## config.mk

```make
export PLATFORM = sky130hd
export DESIGN_NAME = zar_readout
export DESIGN_NICKNAME = d
export VERILOG_FILES = /design/src/inc/zar_pkg.sv /design/src/logic/zar_readout.sv /design/src/logic/zar_comp.sv
export SDC_FILE = /design/constraint.sdc
export NUM_CORES = 1
export LEC_CHECK = 0
export BUFFER_PORTS_ARGS = -buffer_cell sky130_fd_sc_hd__buf_2
export CAP_MARGIN = 30
export CORE_MARGIN = 3
export CORE_UTILIZATION = 41
export CTS_BUF_LIST = sky130_fd_sc_hd__clkbuf_8
export CTS_CLUSTER_SIZE = 10
export DETAILED_ROUTE_END_ITERATION = 7
export GPL_TIMING_DRIVEN = 0
export PLACE_DENSITY_LB_ADDON = 0.25
export RECOVER_POWER = 50
export SLEW_MARGIN = 20
export SYNTH_ARGS = -nofsm -noshare
export SYNTH_HDL_FRONTEND = slang
export SYNTH_SLANG_ARGS = --single-unit
```

## constraint.sdc

```tcl
create_clock -name clock -period 2.8 [get_ports clock]
set_input_delay 0.14 -clock clock [delete_from_list [all_inputs] [get_ports clock]]
set_output_delay 0.14 -clock clock [all_outputs]
set_load 0.005 [all_outputs]
```

## src/inc/zar_pkg.sv

```systemverilog
// ---------------------------------------------------------------
// Shared constants of the Z-axis readout
// ---------------------------------------------------------------
package zar_pkg;

  // Register byte addresses on the APB window
  localparam logic [7:0] ADDR_CTRL     = 8'h00;
  localparam logic [7:0] ADDR_STEP     = 8'h04;
  localparam logic [7:0] ADDR_STATUS   = 8'h08;
  localparam logic [7:0] ADDR_RAW_ACC  = 8'h0c;
  localparam logic [7:0] ADDR_RAW_VT   = 8'h10;
  localparam logic [7:0] ADDR_COMP     = 8'h14;

  // Control, step and raw entry word fields
  localparam int CTRL_START  = 0;
  localparam int CTRL_OP_LO  = 1;
  localparam int CTRL_DYN    = 3;
  localparam int CTRL_FILT   = 4;
  localparam int CTRL_AVG_LO = 8;
  localparam int STEP_X_LO   = 8;
  localparam int HI_LO       = 16;

  // Operation codes
  localparam logic [1:0] OP_READ_Z  = 2'h0;
  localparam logic [1:0] OP_READ_XZ = 2'h1;
  localparam logic [1:0] OP_COMP    = 2'h2;

  // Status word flag positions; busy and refused sit above the byte
  localparam int ST_CONV_FAIL = 7;
  localparam int ST_LOW_VOLT  = 5;
  localparam int ST_Z_RANGE   = 4;
  localparam int ST_X_RANGE   = 3;
  localparam int ST_COMP_OVF  = 0;
  localparam int ST_BUSY      = 8;
  localparam int ST_REFUSED   = 9;

  // Raw and compensated limits
  localparam logic [9:0] RAW_MAX  = 10'h3ff;
  localparam logic [9:0] RAW_MIN  = 10'h000;
  localparam logic [8:0] COMP_MIN = 9'h001;
  localparam logic [8:0] COMP_MAX = 9'h1fe;

  // Offset step limits and exhausted-search codes
  localparam logic [7:0] STEP_MAX   = 8'h0f;
  localparam logic [7:0] STEP_UNDER = 8'hff;
  localparam logic [7:0] STEP_OVER  = 8'h10;

  // Consecutive foreign wake-ups before a conversion is abandoned
  localparam logic [2:0] FOREIGN_LIMIT = 3'h5;

  // Compensation reference points
  localparam logic [9:0] TEMP_REF = 10'h200;
  localparam logic [9:0] VOLT_MIN = 10'h100;

endpackage

```

## src/logic/zar_readout.sv

```systemverilog
`timescale 1ns/1ps
`default_nettype none
// Operation
// - Convert 10-bit raw acceleration, sleeping in deep stop until converter completes.
// - Five consecutive foreign wake-ups abandon the conversion with a failure flag.
// - Low-voltage warning appears in status as 20, 30 or A0.
// - Out-of-span average sets range error and rails value to 3ff or 0.
// - Converter timeout gives status 80 and a zero value.
// - Status 00 means value 001..3fe; 10 means Z railed.
// - Failure with low-voltage warning gives A0 and zero value.
// - Single read averages 1, 2, 4, 8 or 16 samples; others refused.
// - Filter select set picks 250 Hz, clear picks 500 Hz.
// - Dynamic mode retries with new steps until valid or steps exhausted.
// - Exhausted search returns step 255 below zero or 16 above 15.
// - Compensation yields 9 bits, rails to 1 or 1fe, flags 01.
// - Low raw voltage flags 20, or 21 with overflow.
// - Compensation runs in run state, ignoring interrupts.
// - Raw read updates only the raw acceleration entries.
// - Combined read also accepts an average of 32.
// - Combined status: 08 X range, 10 Z range, 18 both, plus 20.
module zar_readout
  import zar_pkg::*;
(
  // Clock and reset
  input  wire logic        clock,
  input  wire logic        reset,
  // APB slave
  input  wire logic        psel,
  input  wire logic        penable,
  input  wire logic        pwrite,
  input  wire logic [7:0]  paddr,
  input  wire logic [31:0] pwdata,
  output var  logic [31:0] prdata,
  output var  logic        pready,
  output var  logic        pslverr,
  // Converter and wake-up sources
  input  wire logic        convDonePin,
  input  wire logic        foreignIrqPin,
  input  wire logic        lowVoltPin,
  input  wire logic [9:0]  convData,
  // Measurement interface control
  output var  logic        convStart,
  output var  logic        filterNarrow,
  output var  logic [3:0]  offsetStepOut,
  output var  logic        axisZSel,
  output var  logic        deepStopWait,
  output var  logic        opDone
);

  typedef enum {S_IDLE, S_LAUNCH, S_WAIT, S_JUDGE, S_COMP, S_FINISH}
    zar_state_t;

  // ---------------------------------------------------------------
  // Pin synchronisers
  // ---------------------------------------------------------------
  logic       doneS1, doneS2, doneS3;
  logic       forS1, forS2, forS3;
  logic       lvS1, lvS2;
  logic [9:0] dataS1, dataS2;
  logic       doneEv, foreignEv;

  // First stages feed only second stages
  always_ff @(posedge clock) begin
    if (reset) begin
      {doneS1, doneS2, doneS3} <= 3'h0;
      {forS1, forS2, forS3}    <= 3'h0;
      {lvS1, lvS2}             <= 2'h0;
      dataS1                   <= 10'h000;
      dataS2                   <= 10'h000;
    end else begin
      {doneS1, doneS2, doneS3} <= {convDonePin, doneS1, doneS2};
      {forS1, forS2, forS3}    <= {foreignIrqPin, forS1, forS2};
      {lvS1, lvS2}             <= {lowVoltPin, lvS1};
      dataS1                   <= convData;
      dataS2                   <= dataS1;
    end
  end

  // Rising edges on the settled stages
  assign doneEv    = doneS2 & ~doneS3;
  assign foreignEv = forS2 & ~forS3;

  // ---------------------------------------------------------------
  // APB response
  // ---------------------------------------------------------------
  logic        wrEn;
  logic        next_pready, next_pslverr;
  logic [31:0] next_prdata;
  zar_state_t  state, next_state;
  logic [7:0]  resultStatus, zStep, xStep;
  logic [9:0]  rawZ, rawX, voltEntry, tempEntry;
  logic [8:0]  compOut;
  logic        refused;

  // Zero wait states: answer in the first access cycle
  assign wrEn = psel & penable & pready & pwrite;

  always_comb begin
    next_pready  = psel & ~penable;
    next_pslverr = 1'b0;
    next_prdata  = 32'h0000_0000;
    if (psel & ~penable) begin
      case (paddr)
        ADDR_CTRL:    next_prdata = 32'h0000_0000;
        ADDR_STEP:    next_prdata[15:0] = {xStep, zStep};
        ADDR_STATUS: begin
          next_prdata[7:0]        = resultStatus;
          next_prdata[ST_BUSY]    = (state != S_IDLE);
          next_prdata[ST_REFUSED] = refused;
        end
        ADDR_RAW_ACC: next_prdata = {6'h00, rawX, 6'h00, rawZ};
        ADDR_RAW_VT:  next_prdata = {6'h00, tempEntry, 6'h00, voltEntry};
        ADDR_COMP:    next_prdata[8:0] = compOut;
        default:      next_pslverr = 1'b1;
      endcase
    end
  end

  always_ff @(posedge clock) begin
    if (reset) begin
      pready  <= 1'b0;
      pslverr <= 1'b0;
      prdata  <= 32'h0000_0000;
    end else begin
      pready  <= next_pready;
      pslverr <= next_pslverr;
      prdata  <= next_prdata;
    end
  end

  // ---------------------------------------------------------------
  // Sequencer
  // ---------------------------------------------------------------
  logic [1:0]  op, next_op;
  logic        dyn, next_dyn, axisZ, next_axisZ;
  logic [5:0]  avgCount, next_avgCount, sampleCnt, next_sampleCnt;
  logic [2:0]  avgShift, next_avgShift, foreignCnt, next_foreignCnt;
  logic [14:0] accum, next_accum, shifted;
  logic [9:0]  avgVal, next_rawZ, next_rawX, next_volt, next_temp;
  logic [7:0]  next_status, next_zStep, next_xStep;
  logic [8:0]  next_compOut;
  logic        next_refused, next_convStart, next_filter, next_axisSel;
  logic        next_deepStop, next_opDone, next_compStart;
  logic [3:0]  next_stepOut, avgCode;
  logic        railHi, railLo, compDone, compStart;
  logic [8:0]  compVal;
  logic [7:0]  compStat;

  // Average count to {valid, shift}; 32 only for combined read
  function automatic logic [3:0] avg_code(input logic [5:0] n,
                                          input logic       wide);
    case (n)
      6'h01:   avg_code = 4'h8;
      6'h02:   avg_code = 4'h9;
      6'h04:   avg_code = 4'ha;
      6'h08:   avg_code = 4'hb;
      6'h10:   avg_code = 4'hc;
      6'h20:   avg_code = wide ? 4'hd : 4'h0;
      default: avg_code = 4'h0;
    endcase
  endfunction

  assign avgCode = avg_code(pwdata[CTRL_AVG_LO +: 6],
                            pwdata[CTRL_OP_LO +: 2] == OP_READ_XZ);
  assign shifted = accum >> avgShift;
  assign avgVal  = shifted[9:0];
  assign railHi  = (avgVal == RAW_MAX);
  assign railLo  = (avgVal == RAW_MIN);

  always_comb begin
    next_state = state;         next_op = op;
    next_dyn = dyn;             next_axisZ = axisZ;
    next_avgCount = avgCount;   next_avgShift = avgShift;
    next_sampleCnt = sampleCnt; next_foreignCnt = foreignCnt;
    next_accum = accum;         next_rawZ = rawZ;
    next_rawX = rawX;           next_volt = voltEntry;
    next_temp = tempEntry;      next_status = resultStatus;
    next_zStep = zStep;         next_xStep = xStep;
    next_compOut = compOut;     next_refused = refused;
    next_filter = filterNarrow; next_axisSel = axisZSel;
    next_stepOut = offsetStepOut;
    next_deepStop = deepStopWait;
    next_convStart = 1'b0;
    next_opDone = 1'b0;
    next_compStart = 1'b0;
    // Register writes only while idle, so a run sees stable inputs
    if (wrEn && state == S_IDLE) begin
      case (paddr)
        ADDR_CTRL: if (pwdata[CTRL_START]) begin
          next_op = pwdata[CTRL_OP_LO +: 2];
          if (next_op == OP_COMP) begin
            next_compStart = 1'b1;
            next_state = S_COMP;
            next_refused = 1'b0;
          end else if (avgCode[3] && next_op != 2'h3) begin
            next_dyn = pwdata[CTRL_DYN] && next_op == OP_READ_Z;
            next_filter = pwdata[CTRL_FILT];
            next_avgCount = pwdata[CTRL_AVG_LO +: 6];
            next_avgShift = avgCode[2:0];
            next_axisZ = (next_op == OP_READ_Z);
            next_accum = 15'h0000;
            next_sampleCnt = 6'h00;
            next_foreignCnt = 3'h0;
            next_status = 8'h00;
            next_refused = 1'b0;
            next_state = S_LAUNCH;
          end else begin
            next_refused = 1'b1;
          end
        end
        ADDR_STEP: begin
          next_zStep = {4'h0, pwdata[3:0]};
          next_xStep = {4'h0, pwdata[STEP_X_LO +: 4]};
        end
        ADDR_RAW_VT: begin
          next_volt = pwdata[9:0];
          next_temp = pwdata[HI_LO +: 10];
        end
        default: ;
      endcase
    end
    case (state)
      S_IDLE: ;
      S_LAUNCH: begin
        next_convStart = 1'b1;
        next_deepStop = 1'b1;
        next_axisSel = axisZ;
        next_stepOut = axisZ ? zStep[3:0] : xStep[3:0];
        next_state = S_WAIT;
      end
      S_WAIT: begin
        if (doneEv) begin
          next_deepStop = 1'b0;
          next_foreignCnt = 3'h0;
          next_accum = accum + {5'h00, dataS2};
          next_sampleCnt = sampleCnt + 6'h01;
          next_state = (next_sampleCnt == avgCount) ? S_JUDGE : S_LAUNCH;
        end else if (foreignEv) begin
          next_foreignCnt = foreignCnt + 3'h1;
          if (next_foreignCnt == FOREIGN_LIMIT) begin
            next_deepStop = 1'b0;
            // Drop an X range flag: failure code is only 80 or a0
            next_status = 8'h00;
            next_status[ST_CONV_FAIL] = 1'b1;
            next_status[ST_LOW_VOLT] = lvS2;
            if (axisZ) next_rawZ = RAW_MIN;
            else next_rawX = RAW_MIN;
            next_state = S_FINISH;
          end
        end
      end
      S_JUDGE: begin
        next_accum = 15'h0000;
        next_sampleCnt = 6'h00;
        if (dyn && railHi && zStep < STEP_MAX) begin
          next_zStep = zStep + 8'h01;
          next_state = S_LAUNCH;
        end else if (dyn && railLo && zStep != 8'h00) begin
          next_zStep = zStep - 8'h01;
          next_state = S_LAUNCH;
        end else begin
          if (dyn && railHi) next_zStep = STEP_OVER;
          if (dyn && railLo) next_zStep = STEP_UNDER;
          if (axisZ) next_rawZ = avgVal;
          else next_rawX = avgVal;
          if (railHi || railLo) begin
            if (axisZ) next_status[ST_Z_RANGE] = 1'b1;
            else next_status[ST_X_RANGE] = 1'b1;
          end
          if (lvS2) next_status[ST_LOW_VOLT] = 1'b1;
          next_axisZ = 1'b1;
          next_state = axisZ ? S_FINISH : S_LAUNCH;
        end
      end
      S_COMP: if (compDone) begin
        next_compOut = compVal;
        next_status = compStat;
        next_state = S_FINISH;
      end
      S_FINISH: begin
        next_opDone = 1'b1;
        next_state = S_IDLE;
      end
      default: next_state = S_IDLE;
    endcase
  end

  // Sequencer registers
  always_ff @(posedge clock) begin
    if (reset) begin
      state <= S_IDLE;          op <= OP_READ_Z;
      dyn <= 1'b0;              axisZ <= 1'b1;
      avgCount <= 6'h01;        avgShift <= 3'h0;
      sampleCnt <= 6'h00;       foreignCnt <= 3'h0;
      accum <= 15'h0000;        rawZ <= 10'h000;
      rawX <= 10'h000;          voltEntry <= 10'h000;
      tempEntry <= 10'h000;     resultStatus <= 8'h00;
      zStep <= 8'h00;           xStep <= 8'h00;
      compOut <= 9'h000;        refused <= 1'b0;
      convStart <= 1'b0;        filterNarrow <= 1'b0;
      offsetStepOut <= 4'h0;    axisZSel <= 1'b0;
      deepStopWait <= 1'b0;     opDone <= 1'b0;
      compStart <= 1'b0;
    end else begin
      state <= next_state;          op <= next_op;
      dyn <= next_dyn;              axisZ <= next_axisZ;
      avgCount <= next_avgCount;    avgShift <= next_avgShift;
      sampleCnt <= next_sampleCnt;  foreignCnt <= next_foreignCnt;
      accum <= next_accum;          rawZ <= next_rawZ;
      rawX <= next_rawX;            voltEntry <= next_volt;
      tempEntry <= next_temp;       resultStatus <= next_status;
      zStep <= next_zStep;          xStep <= next_xStep;
      compOut <= next_compOut;      refused <= next_refused;
      convStart <= next_convStart;  filterNarrow <= next_filter;
      offsetStepOut <= next_stepOut; axisZSel <= next_axisSel;
      deepStopWait <= next_deepStop; opDone <= next_opDone;
      compStart <= next_compStart;
    end
  end

  // Compensation uses the stored Z entry
  zar_comp u_comp (
    .clock       (clock),
    .reset       (reset),
    .start       (compStart),
    .voltage     (voltEntry),
    .temperature (tempEntry),
    .accel       (rawZ),
    .done        (compDone),
    .value       (compVal),
    .status      (compStat)
  );

  // ---------------------------------------------------------------
  // Checks
  // ---------------------------------------------------------------
  a_stop_on_start: assert property (@(posedge clock) disable iff (reset)
    convStart |-> deepStopWait ##1 deepStopWait)
    else $error("conversion started outside deep stop");
  a_fail_fifth: assert property (@(posedge clock) disable iff (reset)
    state == S_WAIT && foreignEv && !doneEv && foreignCnt == 3'h4
      |=> state == S_FINISH && resultStatus[ST_CONV_FAIL])
    else $error("fifth foreign wake-up did not end the read");
  a_fail_value: assert property (@(posedge clock) disable iff (reset)
    opDone && resultStatus[ST_CONV_FAIL] && op == OP_READ_Z
      |-> rawZ == RAW_MIN)
    else $error("failed conversion left nonzero value");
  a_fail_code: assert property (@(posedge clock) disable iff (reset)
    opDone && resultStatus[ST_CONV_FAIL]
      |-> resultStatus == 8'h80 || resultStatus == 8'ha0)
    else $error("failure status not 80 or a0");
  a_valid_span: assert property (@(posedge clock) disable iff (reset)
    opDone && op == OP_READ_Z && resultStatus == 8'h00
      |-> rawZ > RAW_MIN && rawZ < RAW_MAX)
    else $error("status 00 with railed value");
  a_range_rail: assert property (@(posedge clock) disable iff (reset)
    opDone && op == OP_READ_Z && resultStatus[ST_Z_RANGE]
      |-> rawZ == RAW_MAX || rawZ == RAW_MIN)
    else $error("range error without railed value");
  a_filter_hold: assert property (@(posedge clock) disable iff (reset)
    state == S_WAIT |-> $stable(filterNarrow))
    else $error("filter changed during conversion");
  a_avg_count: assert property (@(posedge clock) disable iff (reset)
    state == S_JUDGE |-> sampleCnt == avgCount && $past(doneEv))
    else $error("judged before averaging completed");
  a_step_codes: assert property (@(posedge clock) disable iff (reset)
    opDone && dyn |-> zStep <= STEP_MAX || zStep == STEP_OVER
      || zStep == STEP_UNDER)
    else $error("dynamic step outside legal codes");
  a_entries_kept: assert property (@(posedge clock) disable iff (reset)
    state != S_IDLE |=> $stable(voltEntry) && $stable(tempEntry))
    else $error("raw read disturbed voltage or temperature");

  c_dyn_retry: cover property (@(posedge clock) disable iff (reset)
    state == S_JUDGE && dyn ##1 state == S_LAUNCH);
  c_xz_done: cover property (@(posedge clock) disable iff (reset)
    opDone && op == OP_READ_XZ);
  c_fail: cover property (@(posedge clock) disable iff (reset)
    opDone && resultStatus[ST_CONV_FAIL]);
  c_comp: cover property (@(posedge clock) disable iff (reset)
    opDone && op == OP_COMP);

endmodule
`default_nettype wire

```

## src/logic/zar_comp.sv

```systemverilog
`timescale 1ns/1ps
`default_nettype none
// ---------------------------------------------------------------
// Compensation stage: raw volt, temp, accel to 9-bit value
// ---------------------------------------------------------------
module zar_comp
  import zar_pkg::*;
(
  // Clock and reset
  input  wire logic       clock,
  input  wire logic       reset,
  // Request
  input  wire logic       start,
  input  wire logic [9:0] voltage,
  input  wire logic [9:0] temperature,
  input  wire logic [9:0] accel,
  // Answer
  output var  logic       done,
  output var  logic [8:0] value,
  output var  logic [7:0] status
);

  logic signed [12:0] sum;
  logic [8:0]         next_value;
  logic [7:0]         next_status;

  // Single pass in run state, no interrupt dependency
  always_comb begin
    sum = $signed({4'h0, accel[9:1]})
        + (($signed({3'h0, temperature}) - $signed({3'h0, TEMP_REF})) >>> 3);
    next_status = 8'h00;
    next_value  = sum[8:0];
    if (sum < $signed({4'h0, COMP_MIN})) begin
      next_value = COMP_MIN;
      next_status[ST_COMP_OVF] = 1'b1;
    end else if (sum > $signed({4'h0, COMP_MAX})) begin
      next_value = COMP_MAX;
      next_status[ST_COMP_OVF] = 1'b1;
    end
    // Low supply only degrades accuracy, result still returned
    if (voltage < VOLT_MIN) begin
      next_status[ST_LOW_VOLT] = 1'b1;
    end
  end

  // Result registers
  always_ff @(posedge clock) begin
    if (reset) begin
      done   <= 1'b0;
      value  <= 9'h000;
      status <= 8'h00;
    end else begin
      done <= start;
      if (start) begin
        value  <= next_value;
        status <= next_status;
      end
    end
  end

  a_comp_range: assert property (@(posedge clock) disable iff (reset)
    done |-> value >= COMP_MIN && value <= COMP_MAX)
    else $error("compensated value outside 1..1fe");
  a_comp_ovf_rail: assert property (@(posedge clock) disable iff (reset)
    done && status[ST_COMP_OVF] |-> value == COMP_MIN || value == COMP_MAX)
    else $error("overflow flagged without rail value");
  a_comp_latency: assert property (@(posedge clock) disable iff (reset)
    start |=> done ##1 !done)
    else $error("compensation not answered in one cycle");

endmodule
`default_nettype wire

```

==> summary.txt, run 1 <==
Run
  • # Max-Cap Violations: 0

Placement
  • Port bufs: 78
  • Post-DP Area: 0.01125 mm2
  • Placer congestion estimate: 0.9452
  • DP Wirelength: 22570 um
  • Inst Count DP: 1614
  • Pre-CTS setup slack: -0.3830 ns

Timing
  • Worst Tran Pin Value: 0.8774 ns
  • Post-route setup slack: 0.03986 ns
  • # setup viols final: 0
  • Final hold vios: 0
  • Fin crit share: 98.58%
  • Final Skew: 0.01965 ns
  • Slew HR: 41.51%
  • RSZ-0062 raised after global routing: true
  • Fin crit period: 2.760 ns
  • Achievable clock frequency: 362.3 MHz
  • Max Slew Vio Count: 0

Floorplanning
  • CORE AREA: 0.02453 mm2
  • Die area: 0.02709 mm2
  • # IOs: 101
  • Die Ht: 164.6 um
  • Initial core utilization: 42.03%
  • Num rows: 57
  • Die Wd: 164.6 um

Route
  • Antenna-violating nets left: 0
  • Detailed Route WL: 31350 um
  • DRT Pass-1 Iters: 8
  • Wire per inst: 17.91 um
  • Vias per cell: 5.498
  • DR iter-0 viols: 718
  • Via Count: 9622
  • # DRC: 0

GRT
  • Total track usage: 22.42%
  • Pin count of the biggest net entering global routing: 12
  • Global route total overflow: 0
  • First-pass GRT wire length: 48220 um
  • Antenna violations before repair: 0
  • Vias in the first global route: 9100

Setup path
  • Crit end category: flip-flop
  • Setup crit end: filterNarrow
  • Critical Path Fanout Max: 8
  • CP Class: reg -> reg
  • Reg2reg path depth: 9
  • Worst Setup SP: state[7]
  • CP arrival: 3.14 ns
  • Reg-to-Reg Start: state[7]
  • Critical Path Start Type: flip-flop
  • Capture point of the worst reg-to-reg path: filterNarrow
  • CP Data Required Time: 3.18 ns
  • Reg-to-reg slack, setup: 0.04 ns

Clock network
  • Worst-path clk slew: 0.06 ns
  • Total CTS buffers: 37
  • Bufs on Longest Clock Path: 3
  • CTS Sinks: 211
  • CTS Root Cell: clkbuf_8
  • CTS tree: built
  • Clock Latency Late Sink: 0.53 ns
  • CTS H-tree depth: 2

Pwr
  • Combinational share of power: 4.7%
  • Psw: 1468 uW
  • P_leak: 0.004868 uW
  • Sw frac: 23.79%
  • Max VDD drop: 0.0003223 V
  • Final Power: 6173 uW
  • Reg power frac: 49.5%
  • Clock Power Share: 45.8%
  • Pwr/cell area: 477.8 mW/mm2
  • Pint: 4704 uW

Synthesis
  • Synth Warn #: 0
  • Post-synthesis sequential area ratio: 40.97%
  • Ys flop type: dfxtp_1
  • Largest area contributor in the netlist: dfxtp_1
  • Top cell type's share of synthesized area: 40.97%
  • EDFF count, synth: 0
  • Synth area leaders: dfxtp_1 (41%), nand2_1 (5.1%), a21oi_1 (4.5%), nor2_1 (4.2%), ha_1 (3.0%)
  • Fraction of registers with async set/reset: 0%
  • Mapped Cells: 1174
  • Commonest cells post-synth: dfxtp_1 (211), nand2_1 (139), nor2_1 (115), a21oi_1 (93), clkbuf_1 (53)
  • Synthesized area: 0.01031 mm2
  • Mapped Avg Cell Area: 8.783 um2
  • Post-synthesis cell type count: 85
  • Most instantiated library cell after synthesis: dfxtp_1
  • Synthesized flop and latch total: 211

Finish
  • Layout area overhead: 25.30%
  • Design Area, Final: 0.01292 mm2
  • Fill cells: 2346
  • Antenna diode count: 0
  • Nets: 1483
  • Layout Cells excl Fill: 1750
  • Share of cells above drive strength 1: 19.64%

Worst hold path
  • Hold Path Depth: 3
  • Hold Crit Class: in -> reg

Outcome
  • Status: finished clean
==> cell families (layout without fill, tap and decap cells) <==
family,after synthesis,in the layout,synth area share [%]
AND/OR/NAND/NOR,474,474,23.23
AO/OA/AOI/OAI,270,270,17.90
flip-flops,211,211,40.97
buffers and inverters,114,328,5.376
multiplexers,45,45,6.358
XOR/XNOR,32,32,2.718
adder cells (fa/ha/maj),27,27,3.422
other,1,39,0.03637
==> layout by cell type, fill, tap and decap left out, drive strengths merged, types with 11 or more instances in the layout <==
| cell type | count |
|---|---|
| dlygate4sd3 | 36 |
| or3 | 15 |
| nor2 | 117 |
| nand2 | 139 |
| mux2i | 19 |
| conb | 39 |
| nor4 | 18 |
| a21oi | 93 |
| nand3b | 24 |
| mux2 | 13 |
| nor2b | 39 |
| inv | 39 |
| o21ai | 44 |
| nand4 | 17 |
| dfxtp | 211 |
| xnor2 | 18 |
| a221oi | 21 |
| and3 | 11 |
| xor2 | 14 |
| nand3 | 26 |
| a211oi | 15 |
| clkbuf | 119 |
| a22oi | 27 |
| mux4 | 13 |
| buf | 121 |
| nor3 | 28 |
| ha | 25 |
==> registers in the layout, indices dropped and copies added (netlist names), 4 cells and up <==
| register | count |
|---|---|
| compOut | 9 |
| u_comp.value | 9 |
| tempEntry | 10 |
| resultStatus | 8 |
| xStep | 4 |
| dataS2 | 10 |
| accum | 15 |
| prdata | 22 |
| rawZ | 10 |
| zStep | 8 |
| state | 32 |
| voltEntry | 10 |
| avgCount | 6 |
| sampleCnt | 6 |
| rawX | 10 |
| offsetStepOut | 4 |
| dataS1 | 10 |
==> power by group through the flow <==
| stage | combinational (uW) | sequential, uW | clock [uW] |
|---|---|---|---|
| after floorplan | 138 | 3120 | 0 |
| after global placement | 241 | 3120 | 0 |
| after detailed placement | 242 | 3120 | 0 |
| after CTS | 281 | 3060 | 2890 |
| after global routing | 315 | 3060 | 3000 |
| final | 289 | 3060 | 2830 |
==> worst max-delay path, cell delays in order (launching register included) <==
cell,delay (ns)
dfxtp_2,0.32
or4_4,0.56
nor3_4,0.28
and4b_2,0.31
nand4_1,0.25
or3_1,0.43
buf_6,0.16
clkbuf_16,0.16
nand2_1,0.07
a21oi_1,0.06
==> worst min path at each step <==
stage / from / to / slack (ns)
global route: penable / prdata[9] / 0.03
global placement: lowVoltPin / lvS1 / 0.35
floorplan: convData[0] / dataS1[0] / 0.27
finish: penable / prdata[9] / 0.02
CTS: pwdata[11] / avgCount[3] / 0.005
detailed placement: lowVoltPin / lvS1 / 0.35
==> layer usage <==
metal / global-route usage, % / vias up / wire [um]
met5: 0 / - / 0
met4: 6.824 / 0 / 890
met3: 4.264 / 70 / 2310
met2: 37.22 / 359 / 14400
met1: 29.65 / 4562 / 13750
li1: - / 4631 / -
==> area by class of cell <==
cell class	count	area (um2)	share of cell area, %
Buffer	84	467.9	3.622
Tap cell	324	405.4	3.138
Clock inverter	23	142.6	1.104
Timing Repair Buffer	148	1035	8.009
Clock buffer	44	605.6	4.687
Sequential cell	211	4248	32.88
Multi-Input combinational cell	887	5907	45.72
Inverter	29	108.9	0.8425
==> stage by stage <==
stage	setup TNS (ns)	hold slack, ns	util [%]
after global routing	-0.3926	0.02975	52.66
after global placement	-12.73	0.3500	45.85
after CTS	0	0.004795	51.01
after floorplan	0	0.2682	-
final	0	0.02326	52.66
after detailed placement	-13.29	0.3541	45.85
==> what timing repair did <==
action,CTS,global route
setup endpoints to repair,62,72
setup buffers,10,20
gates resized for setup,19,74
hold buffers,36,0
endpoints found under the hold margin,40,0
pin swaps,8,23
cloned,0,3
(Power assumes the default switching activity.)
==> run 2: changes to the inputs <==
--- a/config.mk
+++ b/config.mk
@@ -7,8 +7,10 @@
 export LEC_CHECK = 0
 export BUFFER_PORTS_ARGS = -buffer_cell sky130_fd_sc_hd__buf_2
 export CAP_MARGIN = 30
+export CELL_PAD_IN_SITES_DETAIL_PLACEMENT = 0
+export CELL_PAD_IN_SITES_GLOBAL_PLACEMENT = 2
 export CORE_MARGIN = 3
-export CORE_UTILIZATION = 41
+export CORE_UTILIZATION = 34
 export CTS_BUF_LIST = sky130_fd_sc_hd__clkbuf_8
 export CTS_CLUSTER_SIZE = 10
 export DETAILED_ROUTE_END_ITERATION = 7
==> summary.txt, run 2 (synthesis results as in run 1) <==
Floorplanning
  • Die Ht: 180.1 um (was 164.6 um)
  • Die Wd: 180.1 um (was 164.6 um)
  • Num rows: 63 (was 57)
  • Die area: 0.03245 mm2 (was 0.02709 mm2)
  • # IOs: 101 (unchanged)
  • CORE AREA: 0.02980 mm2 (was 0.02453 mm2)
  • Initial core utilization: 34.61% (was 42.03%)

Finish
  • Share of cells above drive strength 1: 20.21% (was 19.64%)
  • Commonest cells after routing, fill and taps aside: dfxtp_1 (201), nand2_1 (138), nor2_1 (113), a21oi_1 (91), clkbuf_1 (69) (was dfxtp_1 (198), nand2_1 (138), nor2_1 (113), a21oi_1 (93))
  • Number of flip-flops in the largest register: 32 (unchanged)
  • Fill cells: 2984 (was 2346)
  • Nets: 1498 (was 1483)
  • Antenna diode count: 0 (unchanged)
  • Largest reg by FF count: state (unchanged)
  • Post-layout util: 44.40% (was 52.66%)
  • Layout area overhead: 28.30% (was 25.30%)
  • Biggest regs: state (32), prdata (22), accum (15) (unchanged)
  • Commonest non-fill, non-tap cell in the layout: dfxtp_1 (unchanged)

Pwr
  • P_leak: 0.005015 uW (was 0.004868 uW)
  • Pwr/cell area: 478.2 mW/mm2 (was 477.8 mW/mm2)
  • Max VDD drop: 0.0002892 V (was 0.0003223 V)

Setup path
  • Reg-to-reg slack, setup: 0.05 ns (was 0.04 ns)
  • CP Data Required Time: 3.18 ns (about the same)
  • CP arrival: 3.13 ns (was 3.14 ns)
  • Capture point of the worst reg-to-reg path: u_comp.value[0] (was filterNarrow)
  • Worst Setup SP: rawZ[1] (was state[7])
  • Critical Path Start Type: flip-flop (unchanged)
  • Reg-to-Reg Start: rawZ[1] (was state[7])
  • Reg2reg path depth: 10 (was 9)
  • CP Class: reg -> reg (unchanged)
  • Critical Path Fanout Max: 8 (unchanged)
  • Crit end category: flip-flop (unchanged)

Outcome
  • Status: finished clean (unchanged)

Timing
  • # setup viols final: 0 (unchanged)
  • Slew HR: 37.73% (was 41.51%)
  • RSZ-0062 raised after global routing: true (unchanged)
  • Worst Tran Pin Value: 0.9340 ns (was 0.8774 ns)
  • Final Skew: 0.01471 ns (was 0.01965 ns)
  • Achievable clock frequency: 363.8 MHz (was 362.3 MHz)
  • Post-route setup slack: 0.05152 ns (was 0.03986 ns)
  • Fin crit period: 2.748 ns (was 2.760 ns)
  • Max Slew Vio Count: 0 (unchanged)
  • Final hold vios: 0 (unchanged)
  • Fin crit share: 98.16% (was 98.58%)

Clock network
  • Bufs on Longest Clock Path: 3 (unchanged)
  • Worst-path clk slew: 0.06 ns (about the same)
  • CTS H-tree depth: 2 (unchanged)
  • Clock Latency Late Sink: 0.53 ns (about the same)
  • CTS tree: built (unchanged)
  • Total CTS buffers: 39 (was 37)
  • CTS Sinks: 211 (unchanged)
  • CTS Root Cell: clkbuf_8 (unchanged)

Route
  • DRT Pass-1 Iters: 5 (was 8)
  • Antenna-violating nets left: 0 (unchanged)
  • Detailed Route WL: 34180 um (was 31350 um)
  • DR iter-0 viols: 675 (was 718)
  • Wire per inst: 18.68 um (was 17.91 um)
  • Via Count: 9485 (was 9622)
  • Vias per cell: 5.183 (was 5.498)
  • # DRC: 0 (unchanged)

Worst hold path
  • Hold Crit Class: in -> reg (unchanged)
  • Hold Path Depth: 3 (unchanged)
  • Worst hold endpoint: avgCount[3] (was prdata[9])
  • Hold Path Origin: pwdata[11] (was penable)

GRT
  • First-pass GRT wire length: 52320 um (was 48220 um)
  • Pin count of the biggest net entering global routing: 12 (unchanged)
  • Global route total overflow: 0 (unchanged)
  • Vias in the first global route: 9068 (was 9100)
  • Antenna violations before repair: 0 (unchanged)
  • Total track usage: 20.12% (was 22.42%)

Placement
  • Placer congestion estimate: 0.8973 (was 0.9452)
  • Port bufs: 78 (unchanged)
  • Pre-CTS setup slack: -0.5030 ns (was -0.3830 ns)
  • DP Wirelength: 24860 um (was 22570 um)

Run
  • # Max-Cap Violations: 0 (unchanged)
run 2: how the worst max path moves through the flow:
| stage | end | slack [ns] | cells past startpoint |
|---|---|---|---|
| after global routing | rawX[9] | -0.04 | 12 |
| after global placement | u_comp.value[6] | -0.55 | 10 |
| after detailed placement | u_comp.value[5] | -0.50 | 10 |
| final | u_comp.value[0] | 0.05 | 10 |
| after floorplan | u_comp.value[5] | 0.17 | 10 |
| after CTS | zStep[3] | 0.0003 | 9 |
run 2: worst max-delay path, cell delays in order (launching register included):
cell and delay [ns]:
dfxtp_4 0.38, ha_2 0.19, inv_1 0.05, fa_2 0.38, o21ai_4 0.21, a311o_1 0.32, and3_4 0.23, nor3b_2 0.05
a311o_2 0.46, o21ba_2 0.26, nor3_1 0.05
run 2: what timing repair did:
| action | 4_1_cts | 5_1_grt |
|---|---|---|
| gates cloned | 0 | 5 |
| pin swaps | 15 | 27 |
| hold buffers | 34 | 0 |
| setup buffers | 24 | 19 |
| endpoints found under the setup margin | 71 | 69 |
| resized for setup | 24 | 72 |
| endpoints found under the hold margin | 40 | 0 |
run 2: area by class of cell:
type / count / area, um2 / area share (%)
timing repair buffer: 161 / 1202 / 9.089
sequential: 211 / 4239 / 32.04
tap: 390 / 488.0 / 3.689
clock buffer: 46 / 633.1 / 4.786
inverter: 29 / 108.9 / 0.8228
clock inverter: 22 / 150.1 / 1.135
buffer: 84 / 478.0 / 3.613
multi-input combinational: 887 / 5929 / 44.82
run 2: power breakdown:
group	switching (uW)	internal [uW]	leakage [uW]
logic	171	119	0.00284
clock network	1300	1680	0.000452
registers	14.0	3050	0.00172
run 2: per-stage QoR:
| step | area, um2 | hold slack, ns | power (uW) | cells | TNS [ns] |
|---|---|---|---|---|---|
| final | 13230 | 0.02864 | 6327 | 1830 | 0 |
| after global routing | 13230 | 0.03845 | 6573 | 1830 | -0.2324 |
| after CTS | 12740 | 0.009204 | 6403 | 1807 | 0 |
| after detailed placement | 11340 | 0.3517 | 3373 | 1681 | -17.72 |
| after global placement | 11330 | 0.3459 | 3371 | 1680 | -15.78 |
| after floorplan | 10450 | 0.2682 | 3259 | 1212 | 0 |
run 2: routing by layer:
| metal | vias up | routed length (um) | GRT usage (%) |
|---|---|---|---|
| li1 | 4664 | - | - |
| met2 | 278 | 15680 | 32.32 |
| met3 | 72 | 1551 | 3.532 |
| met4 | 0 | 1106 | 6.908 |
| met5 | - | 0 | 0 |
| met1 | 4471 | 15840 | 27.45 |
